File: config.mk
export PLATFORM = sky130hd
export DESIGN_NAME = fls_field_limit_switch
export DESIGN_NICKNAME = d
export VERILOG_FILES = /design/src/verilog/fls_pkg.sv /design/src/verilog/fls_cmp_if.sv /design/src/verilog/fls_limit_cmp.sv /design/src/verilog/fls_field_limit_switch.sv
export SDC_FILE = /design/constraint.sdc
export NUM_CORES = 1
export LEC_CHECK = 0
export ABC_CLOCK_PERIOD_IN_PS = 8000
export BUFFER_PORTS_ARGS = -buffer_cell sky130_fd_sc_hd__buf_2
export CORE_MARGIN = 2
export CORE_UTILIZATION = 30
export CTS_CLUSTER_SIZE = 24
export DETAILED_ROUTE_END_ITERATION = 8
export HOLD_SLACK_MARGIN = 0.06
export PLACE_DENSITY = 0.56
export SLEW_MARGIN = 20
export SYNTH_ARGS = -nofsm -noshare
export SYNTH_HDL_FRONTEND = slang
export SYNTH_SLANG_ARGS = --single-unit
File: constraint.sdc
create_clock -name clk -period 8 [get_ports clk]
set_input_delay 1.2 -clock clk [delete_from_list [all_inputs] [get_ports clk]]
set_output_delay 1.2 -clock clk [all_outputs]
set_load 0.1 [all_outputs]
File: src/verilog/fls_pkg.sv
// constants, types and helpers shared by the field limit switch block
package fls_pkg;

	// ----------------------------------------
	// timing
	// ----------------------------------------
	localparam int CLK_PERIOD_NS = 100;
	localparam int INT_PULSE_NS = 10000;
	localparam int INT_PULSE_CYC = (INT_PULSE_NS + CLK_PERIOD_NS - 1) / CLK_PERIOD_NS;
	localparam int PULSE_CNT_W = 8;

	// ----------------------------------------
	// widths
	// ----------------------------------------
	localparam int DATA_W = 12;
	localparam int VAL_W = 13;
	localparam int ANG_W = 9;

	// ----------------------------------------
	// register indexes
	// ----------------------------------------
	localparam logic [3:0] ADDR_LIMIT_WORD_ONE = 4'h0;
	localparam logic [3:0] ADDR_LIMIT_WORD_TWO = 4'h1;
	localparam logic [3:0] ADDR_LIMIT_WORD_THREE = 4'h2;
	localparam logic [3:0] ADDR_X_UPPER_LIMIT = 4'h3;
	localparam logic [3:0] ADDR_Y_UPPER_LIMIT = 4'h4;
	localparam logic [3:0] ADDR_Z_UPPER_LIMIT = 4'h5;
	localparam logic [3:0] ADDR_LIMIT_CTRL = 4'h6;
	localparam logic [3:0] ADDR_SWITCH_HYST = 4'h7;
	localparam logic [3:0] ADDR_MAGNITUDE_RESULT = 4'h8;
	localparam logic [3:0] ADDR_LIMIT_STATUS = 4'h9;

	// ----------------------------------------
	// field positions
	// ----------------------------------------
	localparam int CTRL_SEL_LSB = 0;
	localparam int CTRL_DIR_BIT = 2;
	localparam int CTRL_MODE_LSB = 3;
	localparam int HYST_LSB = 0;
	localparam int STAT_SWITCH_BIT = 7;
	localparam int STAT_ANGLE_BIT = 4;
	localparam int STAT_MAG_BIT = 3;

	// ----------------------------------------
	// reset values
	// ----------------------------------------
	localparam logic [7:0] RST_LIMIT = 8'h00;
	localparam logic [7:0] RST_CTRL = 8'h00;
	localparam logic [2:0] RST_HYST = 3'h0;
	localparam logic [7:0] RST_RESULT = 8'h00;

	// ----------------------------------------
	// angle scaling
	// ----------------------------------------
	localparam logic [9:0] ANGLE_FULL_DEG = 10'h168;
	localparam int ANGLE_REF_SHIFT = 1;

	// ----------------------------------------
	// modes
	// ----------------------------------------
	typedef enum logic [1:0] {
		SEL_OFF = 2'b00,
		SEL_ANGLE = 2'b01,
		SEL_AXIS = 2'b10,
		SEL_MAG = 2'b11
	} fls_sel_e;

	localparam logic [2:0] MODE_OFF = 3'h0;
	localparam logic [2:0] MODE_UNIPOLAR = 3'h5;
	localparam logic [2:0] MODE_OMNIPOLAR = 3'h6;

	typedef enum logic {
		ST_IDLE = 1'b0,
		ST_EVAL = 1'b1
	} fls_stage_e;

	function automatic logic signed [VAL_W-1:0] fls_abs(input logic signed [VAL_W-1:0] v);
		fls_abs = v[VAL_W-1] ? -v : v;
	endfunction

	function automatic logic [9:0] fls_wrap360(input logic [9:0] v);
		fls_wrap360 = (v >= ANGLE_FULL_DEG) ? v - ANGLE_FULL_DEG : v;
	endfunction

endpackage

File: src/verilog/fls_cmp_if.sv
// carrier between the top and one limit comparator
`timescale 1ns/1ps
interface fls_cmp_if;
	import fls_pkg::*;
	logic signed [VAL_W-1:0] value;
	logic signed [VAL_W-1:0] lo;
	logic signed [VAL_W-1:0] hi;
	logic signed [VAL_W-1:0] hyst;
	logic loEn;
	logic hiEn;
	logic dir;
	logic omni;
	logic oor;
	logic opHit;
	logic hiHit;
	logic rpBelow;
	modport drv (output value, lo, hi, hyst, loEn, hiEn, dir, omni, input oor, opHit, hiHit, rpBelow);
	modport cmp (input value, lo, hi, hyst, loEn, hiEn, dir, omni, output oor, opHit, hiHit, rpBelow);
endinterface

File: src/verilog/fls_limit_cmp.sv
// one channel compared against its low and high limits
`timescale 1ns/1ps
module fls_limit_cmp (
	fls_cmp_if.cmp c
);
	import fls_pkg::*;

	logic signed [VAL_W-1:0] v;
	logic signed [VAL_W-1:0] l;
	logic signed [VAL_W-1:0] h;
	logic signed [VAL_W-1:0] rel;

	// omnipolar drops the sign of field and limits
	always_comb begin
		v = c.omni ? fls_abs(c.value) : c.value;
		l = c.omni ? fls_abs(c.lo) : c.lo;
		h = c.omni ? fls_abs(c.hi) : c.hi;
		rel = l - c.hyst;
	end

	// region decision; a zero limit takes no part
	always_comb begin
		if (!c.dir) begin
			c.oor = (c.hiEn && (v > h)) || (c.loEn && (v < l));
		end else begin
			c.oor = (c.loEn || c.hiEn) && (!c.loEn || (v >= l)) && (!c.hiEn || (v <= h));
		end
		c.opHit = c.loEn && (v >= l);
		c.hiHit = c.hiEn && (v >= h);
		c.rpBelow = !c.loEn || (v < rel);
	end

endmodule

File: src/verilog/fls_field_limit_switch.sv
// threshold checks and interrupt / switch pin of the field sensor
//
// Function
// - re-interrupt every conversion while out of range
// - direction bit picks outside or inside regions
// - axis checks in every operating mode
// - selector 3h compares magnitude
// - magnitude result stored and compared
// - magnitude: word one low, two high, unsigned
// - limits independent; zero limit skipped
// - magnitude checks in every operating mode
// - selector 1h: angle reference and band
// - reference is 2 degrees per step
// - band is 1 degree per step
// - word three offsets the computed angle
// - switch mode drives a held level
// - switch mode in every power mode
// - no pin trigger while switch mode
// - unipolar: on above operate, off below release
// - selector 2h gives three-axis switch
// - any enabled channel over its low word turns on
// - hysteresis field sets release below operate
// - off only when all enabled channels released
// - omnipolar uses both polarities alike
// - axis limits signed, 128 is full scale
// - axis upper limits from separate words
// - pin mode 5h enters switch behaviour
// - omnipolar ignores threshold sign bits
`timescale 1ns/1ps
module fls_field_limit_switch #(
	parameter int PULSE_CYC = fls_pkg::INT_PULSE_CYC
) (
	input wire logic clk,
	input wire logic resetn,
	input wire logic cfgWrEn,
	input wire logic [3:0] cfgAddr,
	input wire logic [7:0] cfgWrData,
	output logic [7:0] cfgRdData,
	input wire logic convDone,
	input wire logic signed [fls_pkg::DATA_W-1:0] xResult,
	input wire logic signed [fls_pkg::DATA_W-1:0] yResult,
	input wire logic signed [fls_pkg::DATA_W-1:0] zResult,
	input wire logic [7:0] magnitudeIn,
	input wire logic [fls_pkg::ANG_W-1:0] angleIn,
	input wire logic [2:0] chanEn,
	input wire logic [1:0] opMode,
	input wire logic intPinIn,
	output logic intPinOut,
	output logic intPinOe,
	output logic convTrigger,
	output logic switchOn
);
	import fls_pkg::*;

	// ----------------------------------------
	// configuration registers
	// ----------------------------------------
	logic [7:0] limitWordOne_ff;
	logic [7:0] limitWordTwo_ff;
	logic [7:0] limitWordThree_ff;
	logic [7:0] xUpperLimit_ff;
	logic [7:0] yUpperLimit_ff;
	logic [7:0] zUpperLimit_ff;
	logic [7:0] limitCtrl_ff;
	logic [2:0] switchHysteresis_ff;

	fls_sel_e thresholdSelect;
	logic limitRegionDirection;
	logic [2:0] intPinMode;
	logic switchMode;
	logic omniMode;

	assign thresholdSelect = fls_sel_e'(limitCtrl_ff[CTRL_SEL_LSB +: 2]);
	assign limitRegionDirection = limitCtrl_ff[CTRL_DIR_BIT];
	assign intPinMode = limitCtrl_ff[CTRL_MODE_LSB +: 3];
	assign switchMode = (intPinMode == MODE_UNIPOLAR) || (intPinMode == MODE_OMNIPOLAR);
	assign omniMode = (intPinMode == MODE_OMNIPOLAR);

	always_ff @(posedge clk) begin
		if (!resetn) begin
			limitWordOne_ff <= RST_LIMIT;
			limitWordTwo_ff <= RST_LIMIT;
			limitWordThree_ff <= RST_LIMIT;
			xUpperLimit_ff <= RST_LIMIT;
			yUpperLimit_ff <= RST_LIMIT;
			zUpperLimit_ff <= RST_LIMIT;
			limitCtrl_ff <= RST_CTRL;
			switchHysteresis_ff <= RST_HYST;
		end else if (cfgWrEn) begin
			case (cfgAddr)
				ADDR_LIMIT_WORD_ONE: limitWordOne_ff <= cfgWrData;
				ADDR_LIMIT_WORD_TWO: limitWordTwo_ff <= cfgWrData;
				ADDR_LIMIT_WORD_THREE: limitWordThree_ff <= cfgWrData;
				ADDR_X_UPPER_LIMIT: xUpperLimit_ff <= cfgWrData;
				ADDR_Y_UPPER_LIMIT: yUpperLimit_ff <= cfgWrData;
				ADDR_Z_UPPER_LIMIT: zUpperLimit_ff <= cfgWrData;
				ADDR_LIMIT_CTRL: limitCtrl_ff <= cfgWrData;
				ADDR_SWITCH_HYST: switchHysteresis_ff <= cfgWrData[HYST_LSB +: 3];
				default: begin
				end
			endcase
		end
	end

	// ----------------------------------------
	// conversion capture and evaluation stage
	// ----------------------------------------
	logic signed [DATA_W-1:0] res_ff [3];
	logic [7:0] magnitudeResult_ff;
	logic [9:0] angleCorr_ff;
	fls_stage_e stage_ff;
	logic [9:0] angleSum;

	// offset added to the computed angle, wrapped to one turn
	assign angleSum = 10'(angleIn) + 10'(limitWordThree_ff);

	// opMode deliberately not used: checks run the same in every mode
	always_ff @(posedge clk) begin
		if (!resetn) begin
			res_ff[0] <= '0;
			res_ff[1] <= '0;
			res_ff[2] <= '0;
			magnitudeResult_ff <= RST_RESULT;
			angleCorr_ff <= '0;
		end else if (convDone) begin
			res_ff[0] <= xResult;
			res_ff[1] <= yResult;
			res_ff[2] <= zResult;
			magnitudeResult_ff <= magnitudeIn;
			angleCorr_ff <= (thresholdSelect == SEL_ANGLE) ? fls_wrap360(angleSum) : 10'(angleIn);
		end
	end

	// one evaluation cycle after each capture
	always_ff @(posedge clk) begin
		if (!resetn) begin
			stage_ff <= ST_IDLE;
		end else begin
			case (stage_ff)
				ST_IDLE: stage_ff <= convDone ? ST_EVAL : ST_IDLE;
				ST_EVAL: stage_ff <= convDone ? ST_EVAL : ST_IDLE;
				default: stage_ff <= ST_IDLE;
			endcase
		end
	end

	// ----------------------------------------
	// comparators: three axes and magnitude
	// ----------------------------------------
	fls_cmp_if cmpBus [4] ();
	logic [3:0] oorVec;
	logic [3:0] opVec;
	logic [3:0] hiVec;
	logic [3:0] relVec;
	logic [7:0] lowWord [3];
	logic [7:0] highWord [3];

	assign lowWord[0] = limitWordOne_ff;
	assign lowWord[1] = limitWordTwo_ff;
	assign lowWord[2] = limitWordThree_ff;
	assign highWord[0] = xUpperLimit_ff;
	assign highWord[1] = yUpperLimit_ff;
	assign highWord[2] = zUpperLimit_ff;

	for (genvar i = 0; i < 3; i++) begin : g_axis
		// 128 counts of a limit equal full scale of the result
		assign cmpBus[i].value = {res_ff[i][DATA_W-1], res_ff[i]};
		assign cmpBus[i].lo = {lowWord[i][7], lowWord[i], 4'h0};
		assign cmpBus[i].hi = {highWord[i][7], highWord[i], 4'h0};
		assign cmpBus[i].hyst = {6'h00, switchHysteresis_ff, 4'h0};
		assign cmpBus[i].loEn = (lowWord[i] != 8'h00);
		assign cmpBus[i].hiEn = (highWord[i] != 8'h00);
		assign cmpBus[i].dir = limitRegionDirection;
		assign cmpBus[i].omni = omniMode;
	end

	// magnitude limits are plain unsigned bytes
	assign cmpBus[3].value = {5'h00, magnitudeResult_ff};
	assign cmpBus[3].lo = {5'h00, limitWordOne_ff};
	assign cmpBus[3].hi = {5'h00, limitWordTwo_ff};
	assign cmpBus[3].hyst = '0;
	assign cmpBus[3].loEn = (limitWordOne_ff != 8'h00);
	assign cmpBus[3].hiEn = (limitWordTwo_ff != 8'h00);
	assign cmpBus[3].dir = limitRegionDirection;
	assign cmpBus[3].omni = 1'b0;

	for (genvar i = 0; i < 4; i++) begin : g_cmp
		fls_limit_cmp u_cmp (
			.c(cmpBus[i])
		);
		assign oorVec[i] = cmpBus[i].oor;
		assign opVec[i] = cmpBus[i].opHit;
		assign hiVec[i] = cmpBus[i].hiHit;
		assign relVec[i] = cmpBus[i].rpBelow;
	end

	// ----------------------------------------
	// angle window
	// ----------------------------------------
	logic [9:0] refDeg;
	logic [9:0] angDiff;
	logic [9:0] angDist;
	logic angleInBand;
	logic angleOor;

	always_comb begin
		refDeg = fls_wrap360(10'({limitWordOne_ff, 1'b0}));
		angDiff = (angleCorr_ff >= refDeg) ? angleCorr_ff - refDeg : refDeg - angleCorr_ff;
		angDist = (angDiff > (ANGLE_FULL_DEG >> 1)) ? ANGLE_FULL_DEG - angDiff : angDiff;
		angleInBand = (angDist <= 10'(limitWordTwo_ff));
		angleOor = (limitWordTwo_ff != 8'h00) && (limitRegionDirection ? angleInBand : !angleInBand);
	end

	// ----------------------------------------
	// region decision per selector
	// ----------------------------------------
	logic outOfRange;

	always_comb begin
		case (thresholdSelect)
			SEL_ANGLE: outOfRange = angleOor;
			SEL_AXIS: outOfRange = |(oorVec[2:0] & chanEn);
			SEL_MAG: outOfRange = oorVec[3];
			default: outOfRange = 1'b0;
		endcase
	end

	// ----------------------------------------
	// switch state
	// ----------------------------------------
	logic switchOn_ff;
	logic nxt_switchOn;
	logic anyOperate;
	logic allReleased;

	assign anyOperate = |(opVec[2:0] & chanEn);
	assign allReleased = &(relVec[2:0] | ~chanEn);

	always_comb begin
		nxt_switchOn = switchOn_ff;
		if (!switchMode) begin
			nxt_switchOn = 1'b0;
		end else if (stage_ff == ST_EVAL) begin
			case (thresholdSelect)
				SEL_AXIS: begin
					if (!switchOn_ff && anyOperate) begin
						nxt_switchOn = 1'b1;
					end else if (switchOn_ff && allReleased) begin
						nxt_switchOn = 1'b0;
					end
				end
				SEL_MAG: begin
					// magnitude is never negative, no omnipolar form
					if (omniMode) begin
						nxt_switchOn = 1'b0;
					end else if (!switchOn_ff && hiVec[3]) begin
						nxt_switchOn = 1'b1;
					end else if (switchOn_ff && cmpBus[3].loEn && relVec[3]) begin
						nxt_switchOn = 1'b0;
					end
				end
				default: nxt_switchOn = 1'b0;
			endcase
		end
	end

	always_ff @(posedge clk) begin
		if (!resetn) begin
			switchOn_ff <= 1'b0;
		end else begin
			switchOn_ff <= nxt_switchOn;
		end
	end

	// ----------------------------------------
	// interrupt pulse
	// ----------------------------------------
	logic [PULSE_CNT_W-1:0] pulseCnt_ff;
	logic pulseHit;

	assign pulseHit = (stage_ff == ST_EVAL) && outOfRange && !switchMode && (intPinMode != MODE_OFF);

	// restarts on every out-of-range conversion, not only the first
	always_ff @(posedge clk) begin
		if (!resetn) begin
			pulseCnt_ff <= '0;
		end else if (pulseHit) begin
			pulseCnt_ff <= PULSE_CNT_W'(PULSE_CYC);
		end else if (switchMode) begin
			pulseCnt_ff <= '0;
		end else if (pulseCnt_ff != '0) begin
			pulseCnt_ff <= pulseCnt_ff - 1'b1;
		end
	end

	// ----------------------------------------
	// pin drive and conversion trigger
	// ----------------------------------------
	logic intPinOut_ff;
	logic intPinOe_ff;
	logic pinPrev_ff;
	logic convTrigger_ff;
	logic nxt_pinDrive;

	// open drain: low level, enable low while pulling
	assign nxt_pinDrive = switchMode ? nxt_switchOn : (pulseHit || (pulseCnt_ff > 1));

	always_ff @(posedge clk) begin
		if (!resetn) begin
			intPinOut_ff <= 1'b0;
			intPinOe_ff <= 1'b1;
		end else begin
			intPinOut_ff <= 1'b0;
			intPinOe_ff <= !nxt_pinDrive;
		end
	end

	// falling edge from the host starts a conversion
	always_ff @(posedge clk) begin
		if (!resetn) begin
			pinPrev_ff <= 1'b1;
			convTrigger_ff <= 1'b0;
		end else begin
			pinPrev_ff <= intPinIn;
			convTrigger_ff <= pinPrev_ff && !intPinIn && intPinOe_ff && !switchMode;
		end
	end

	// ----------------------------------------
	// register read
	// ----------------------------------------
	logic [7:0] cfgRdData_ff;
	logic [7:0] statusWord;

	assign statusWord = {switchOn_ff, 2'b00, angleOor, oorVec[3], oorVec[2:0] & chanEn};

	always_ff @(posedge clk) begin
		if (!resetn) begin
			cfgRdData_ff <= 8'h00;
		end else begin
			case (cfgAddr)
				ADDR_LIMIT_WORD_ONE: cfgRdData_ff <= limitWordOne_ff;
				ADDR_LIMIT_WORD_TWO: cfgRdData_ff <= limitWordTwo_ff;
				ADDR_LIMIT_WORD_THREE: cfgRdData_ff <= limitWordThree_ff;
				ADDR_X_UPPER_LIMIT: cfgRdData_ff <= xUpperLimit_ff;
				ADDR_Y_UPPER_LIMIT: cfgRdData_ff <= yUpperLimit_ff;
				ADDR_Z_UPPER_LIMIT: cfgRdData_ff <= zUpperLimit_ff;
				ADDR_LIMIT_CTRL: cfgRdData_ff <= limitCtrl_ff;
				ADDR_SWITCH_HYST: cfgRdData_ff <= {5'h00, switchHysteresis_ff};
				ADDR_MAGNITUDE_RESULT: cfgRdData_ff <= magnitudeResult_ff;
				ADDR_LIMIT_STATUS: cfgRdData_ff <= statusWord;
				default: cfgRdData_ff <= 8'h00;
			endcase
		end
	end

	assign cfgRdData = cfgRdData_ff;
	assign intPinOut = intPinOut_ff;
	assign intPinOe = intPinOe_ff;
	assign convTrigger = convTrigger_ff;
	assign switchOn = switchOn_ff;

endmodule

==> metrics.md <==
| Metric | Value |
|---|---|
| P_leak | `5.80 nW` |
| Buffer and inverter count on the worst path | `1` |
| Most common cell after layout, fill and taps aside | `ha_1` |
| Vias in the first global route | `10460` |
| Max transition margin | `38.7%` |
| Crit Path Category | `reg -> reg` |
| Die Width | `207 um` |
| Max_cap viols | `0` |
| Worst-path clk slew | `60 ps` |
| Critical path's top delay family | `compound AO/OA/AOI/OAI gates` |
| Final setup fails | `0` |
| Setup repair after global routing missed its margin | `no` |
| Core Footprint | `40600 um^2` |
| Post-Syn Area | `12300 um^2` |
| Filler cells | `4204` |
| Syn Nets | `1705` |
| Final Hold Viols | `0` |
| CP arrival | `7680 ps` |
| Total CTS buffers | `17` |
| Post-synthesis area per instance | `8.39 um^2` |
| EDFF count, synth | `36` |
| Worst-skew pair later-pin latency | `450 ps` |
| Sum Neg Setup Slack | `0 ps` |
| Area grow syn2layout | `12.4%` |
| Crit-path max FO | `9` |
| Post-synthesis register bit count | `134` |
| First-pass GRT wire length | `59400 um` |
| Die area | `42700 um^2` |
| Clock skew | `13.3 ps` |
| Synth cell types | `79` |
| WL final | `38300 um` |
| DR pass1 iterations | `5` |
| Post-layout net count | `1765` |
| Final Cycle Share | `92.3%` |
| Ratio of cells with drive above 1 in the final layout | `9.80%` |
| Global placer's final weighted congestion | `0.945` |
| Hold buffers post-CTS | `0` |
| DP HPWL | `30000 um` |
| Post_cts resized | `0` |
| CP required | `8300 ps` |
| Slew Limit Fails | `0` |
| Fmax | `0.135 GHz` |
| Main flop type after synthesis | `dfxtp_1` |
| Critical path's slowest cell | `a2111oi_0` |
| Kind of start point of the critical path | `flip-flop` |
| Commonest non-fill, non-tap cells in the layout | `156 x ha_1, 102 x nand2_1, 100 x nor2_1, 98 x dfxtp_1, 89 x nor2b_1` |
| Multi-input logic area | `8750 um^2` |
| Root buf cell | `clkbuf_16` |
| DRC errors left | `0` |
| Post-CTS Setup Repair Bufs | `0` |
| Worst min path class | `reg -> reg` |
| Clock Sinks | `134` |
| Status | `completed` |
| Die H | `207 um` |
| Via count | `10929` |
| Maximum VDD drop | `150 uV` |
| Sequential cell area | `3040 um^2` |
| Non-filler instance count after layout | `2074` |
| # rows | `74` |
| Power per cell area | `163 nW/um^2` |
| Via density | `5.27` |
| GRT Overall Usage | `18.2%` |
| Post-route ant nets | `0` |
| Crit. End Element | `flip-flop` |
| Minimum clock period | `7380 ps` |
| Warnings from Yosys | `0` |
| Post-synthesis async set-or-reset flop share | `0%` |
| Worst path max stage delay | `780 ps` |
| Grt ovf | `0` |
| Seq/Total Area, Yosys | `24.7%` |
| Cell mode on critical path | `ha_1` |
| H-tree Lvls | `4` |
| Starting density of the core | `30.3%` |
| Worst Tran Pin Value | `896 ps` |
| Top-level I/O count | `87` |
| Pin count of the biggest net entering global routing | `95` |
| Placed cell count | `2041` |
| Final hold slack | `416 ps` |
| Antenna violations before repair | `3` |
| Port Buffers | `83` |
| Drt wl/cell | `18.5 um` |
| Cells after Synth | `1468` |
| Max Buffers Root-to-Sink | `2` |
| TritonCTS clock tree | `yes` |
| Iter 0 DRT Violations | `688` |
## per-layer routing
layer	track usage (%)	share of wire [%]	vias up
met4	7.35	3.2	4
li1	-	-	5424
met1	23.8	46	5163
met5	0	0.068	-
met3	3.23	5.3	69
met2	29.7	46	269
## metrics by stage
stage / total power [mW] / worst slack [ps] / utilization (%) / area, um^2
finish: 2.26 / 616 / 34.1 / 13800
global route: 2.40 / 61.2 / 34.1 / 13800
CTS: 2.28 / 530 / 34.1 / 13800
detailed placement: 1.49 / 598 / 32.6 / 13300
global placement: 1.48 / 596 / 32.6 / 13300
floorplan: 1.32 / 1650 / - / 12300
## layout make-up
class / count / area share (%)
Tap cell: 532 / 4.81
Clock buffer: 18 / 3.25
Inverter: 86 / 2.33
Timing Repair Buffer: 93 / 3.54
Sequential cell: 134 / 22.0
Multi-Input combinational cell: 1196 / 63.2
Antenna cell: 1 / 0.0181
Clock inverter: 14 / 0.895
## cell usage after synthesis, drive strengths merged (6+ instances only)
master   count  share of area (%)
ha         156                 16
nand2      102                3.1
nor2       101                3.1
dfxtp       98                 16
nor2b       89                4.5
inv         86                2.6
a21oi       76                3.1
mux2i       75                6.1
xnor2       69                4.9
o21ai       63                2.6
nand3       49                2.1
nor3        46                1.9
and3        45                2.3
clkbuf      45                1.4
xor2        37                2.6
edfxtp      36                8.8
a21o        22                1.3
o21a        22                1.3
nand2b      20                1.0
nand4       15               0.76
o211ai      15               0.91
a31oi       14               0.71
a21boi      12               0.73
nor4        12               0.61
a211oi      11               0.67
and2        10               0.52
mux2        10               0.91
a2111oi      9               0.80
a22oi        9               0.55
nand3b       9               0.55
buf          7               0.32
nor3b        7               0.43
or3          7               0.36
a32oi        6               0.43
fa           6               0.97
## flip-flops by register name, indices dropped and copies added, names as in the netlist
signal,flops
res_ff,36
angleCorr_ff,10
cfgRdData,8
limitCtrl_ff,8
limitWordOne_ff,8
limitWordThree_ff,8
limitWordTwo_ff,8
magnitudeResult_ff,8
pulseCnt_ff,8
xUpperLimit_ff,8
yUpperLimit_ff,8
zUpperLimit_ff,8
switchHysteresis_ff,3
convTrigger,1
intPinOe,1
pinPrev_ff,1
stage_ff,1
switchOn,1
## worst paths after layout
kind	end	startpoint	cells after the start	slack, ps
max reg2reg	intPinOe$_SDFF_PN1_	limitWordOne_ff[3]$_SDFFE_PN0P_	26	620
min reg2reg	convTrigger$_SDFF_PN0_	pinPrev_ff$_SDFF_PN1_	2	420
min	convTrigger$_SDFF_PN0_	pinPrev_ff$_SDFF_PN1_	2	420
max	intPinOe$_SDFF_PN1_	limitWordOne_ff[3]$_SDFFE_PN0P_	26	620
## where the power goes
| part | switching [mW] | total, mW | internal (mW) |
|---|---|---|---|
| logic | 0.405 | 0.697 | 0.292 |
| registers | 0.0437 | 0.784 | 0.740 |
| clock network | 0.350 | 0.777 | 0.427 |
## worst min-delay path: cells and delay by family, from the launching register on
kind,cells,cell delay (ps)
flops,1,300
simple gates,2,80
## cells by family (layout without fill, tap and decap cells)
group / Yosys count / count (layout) / share of synthesized area [%]
AND/OR/NAND/NOR: 533 / 533 / 22.6
AO/OA/AOI/OAI: 308 / 308 / 16.8
adder cells (fa/ha/maj): 162 / 162 / 16.8
buffers and inverters: 138 / 211 / 4.32
flip-flops: 134 / 134 / 24.7
XOR/XNOR: 106 / 106 / 7.53
multiplexers: 86 / 86 / 7.19
other: 1 / 2 / 0.0304
No activity file was read; power rests on OpenSTA's default activity.
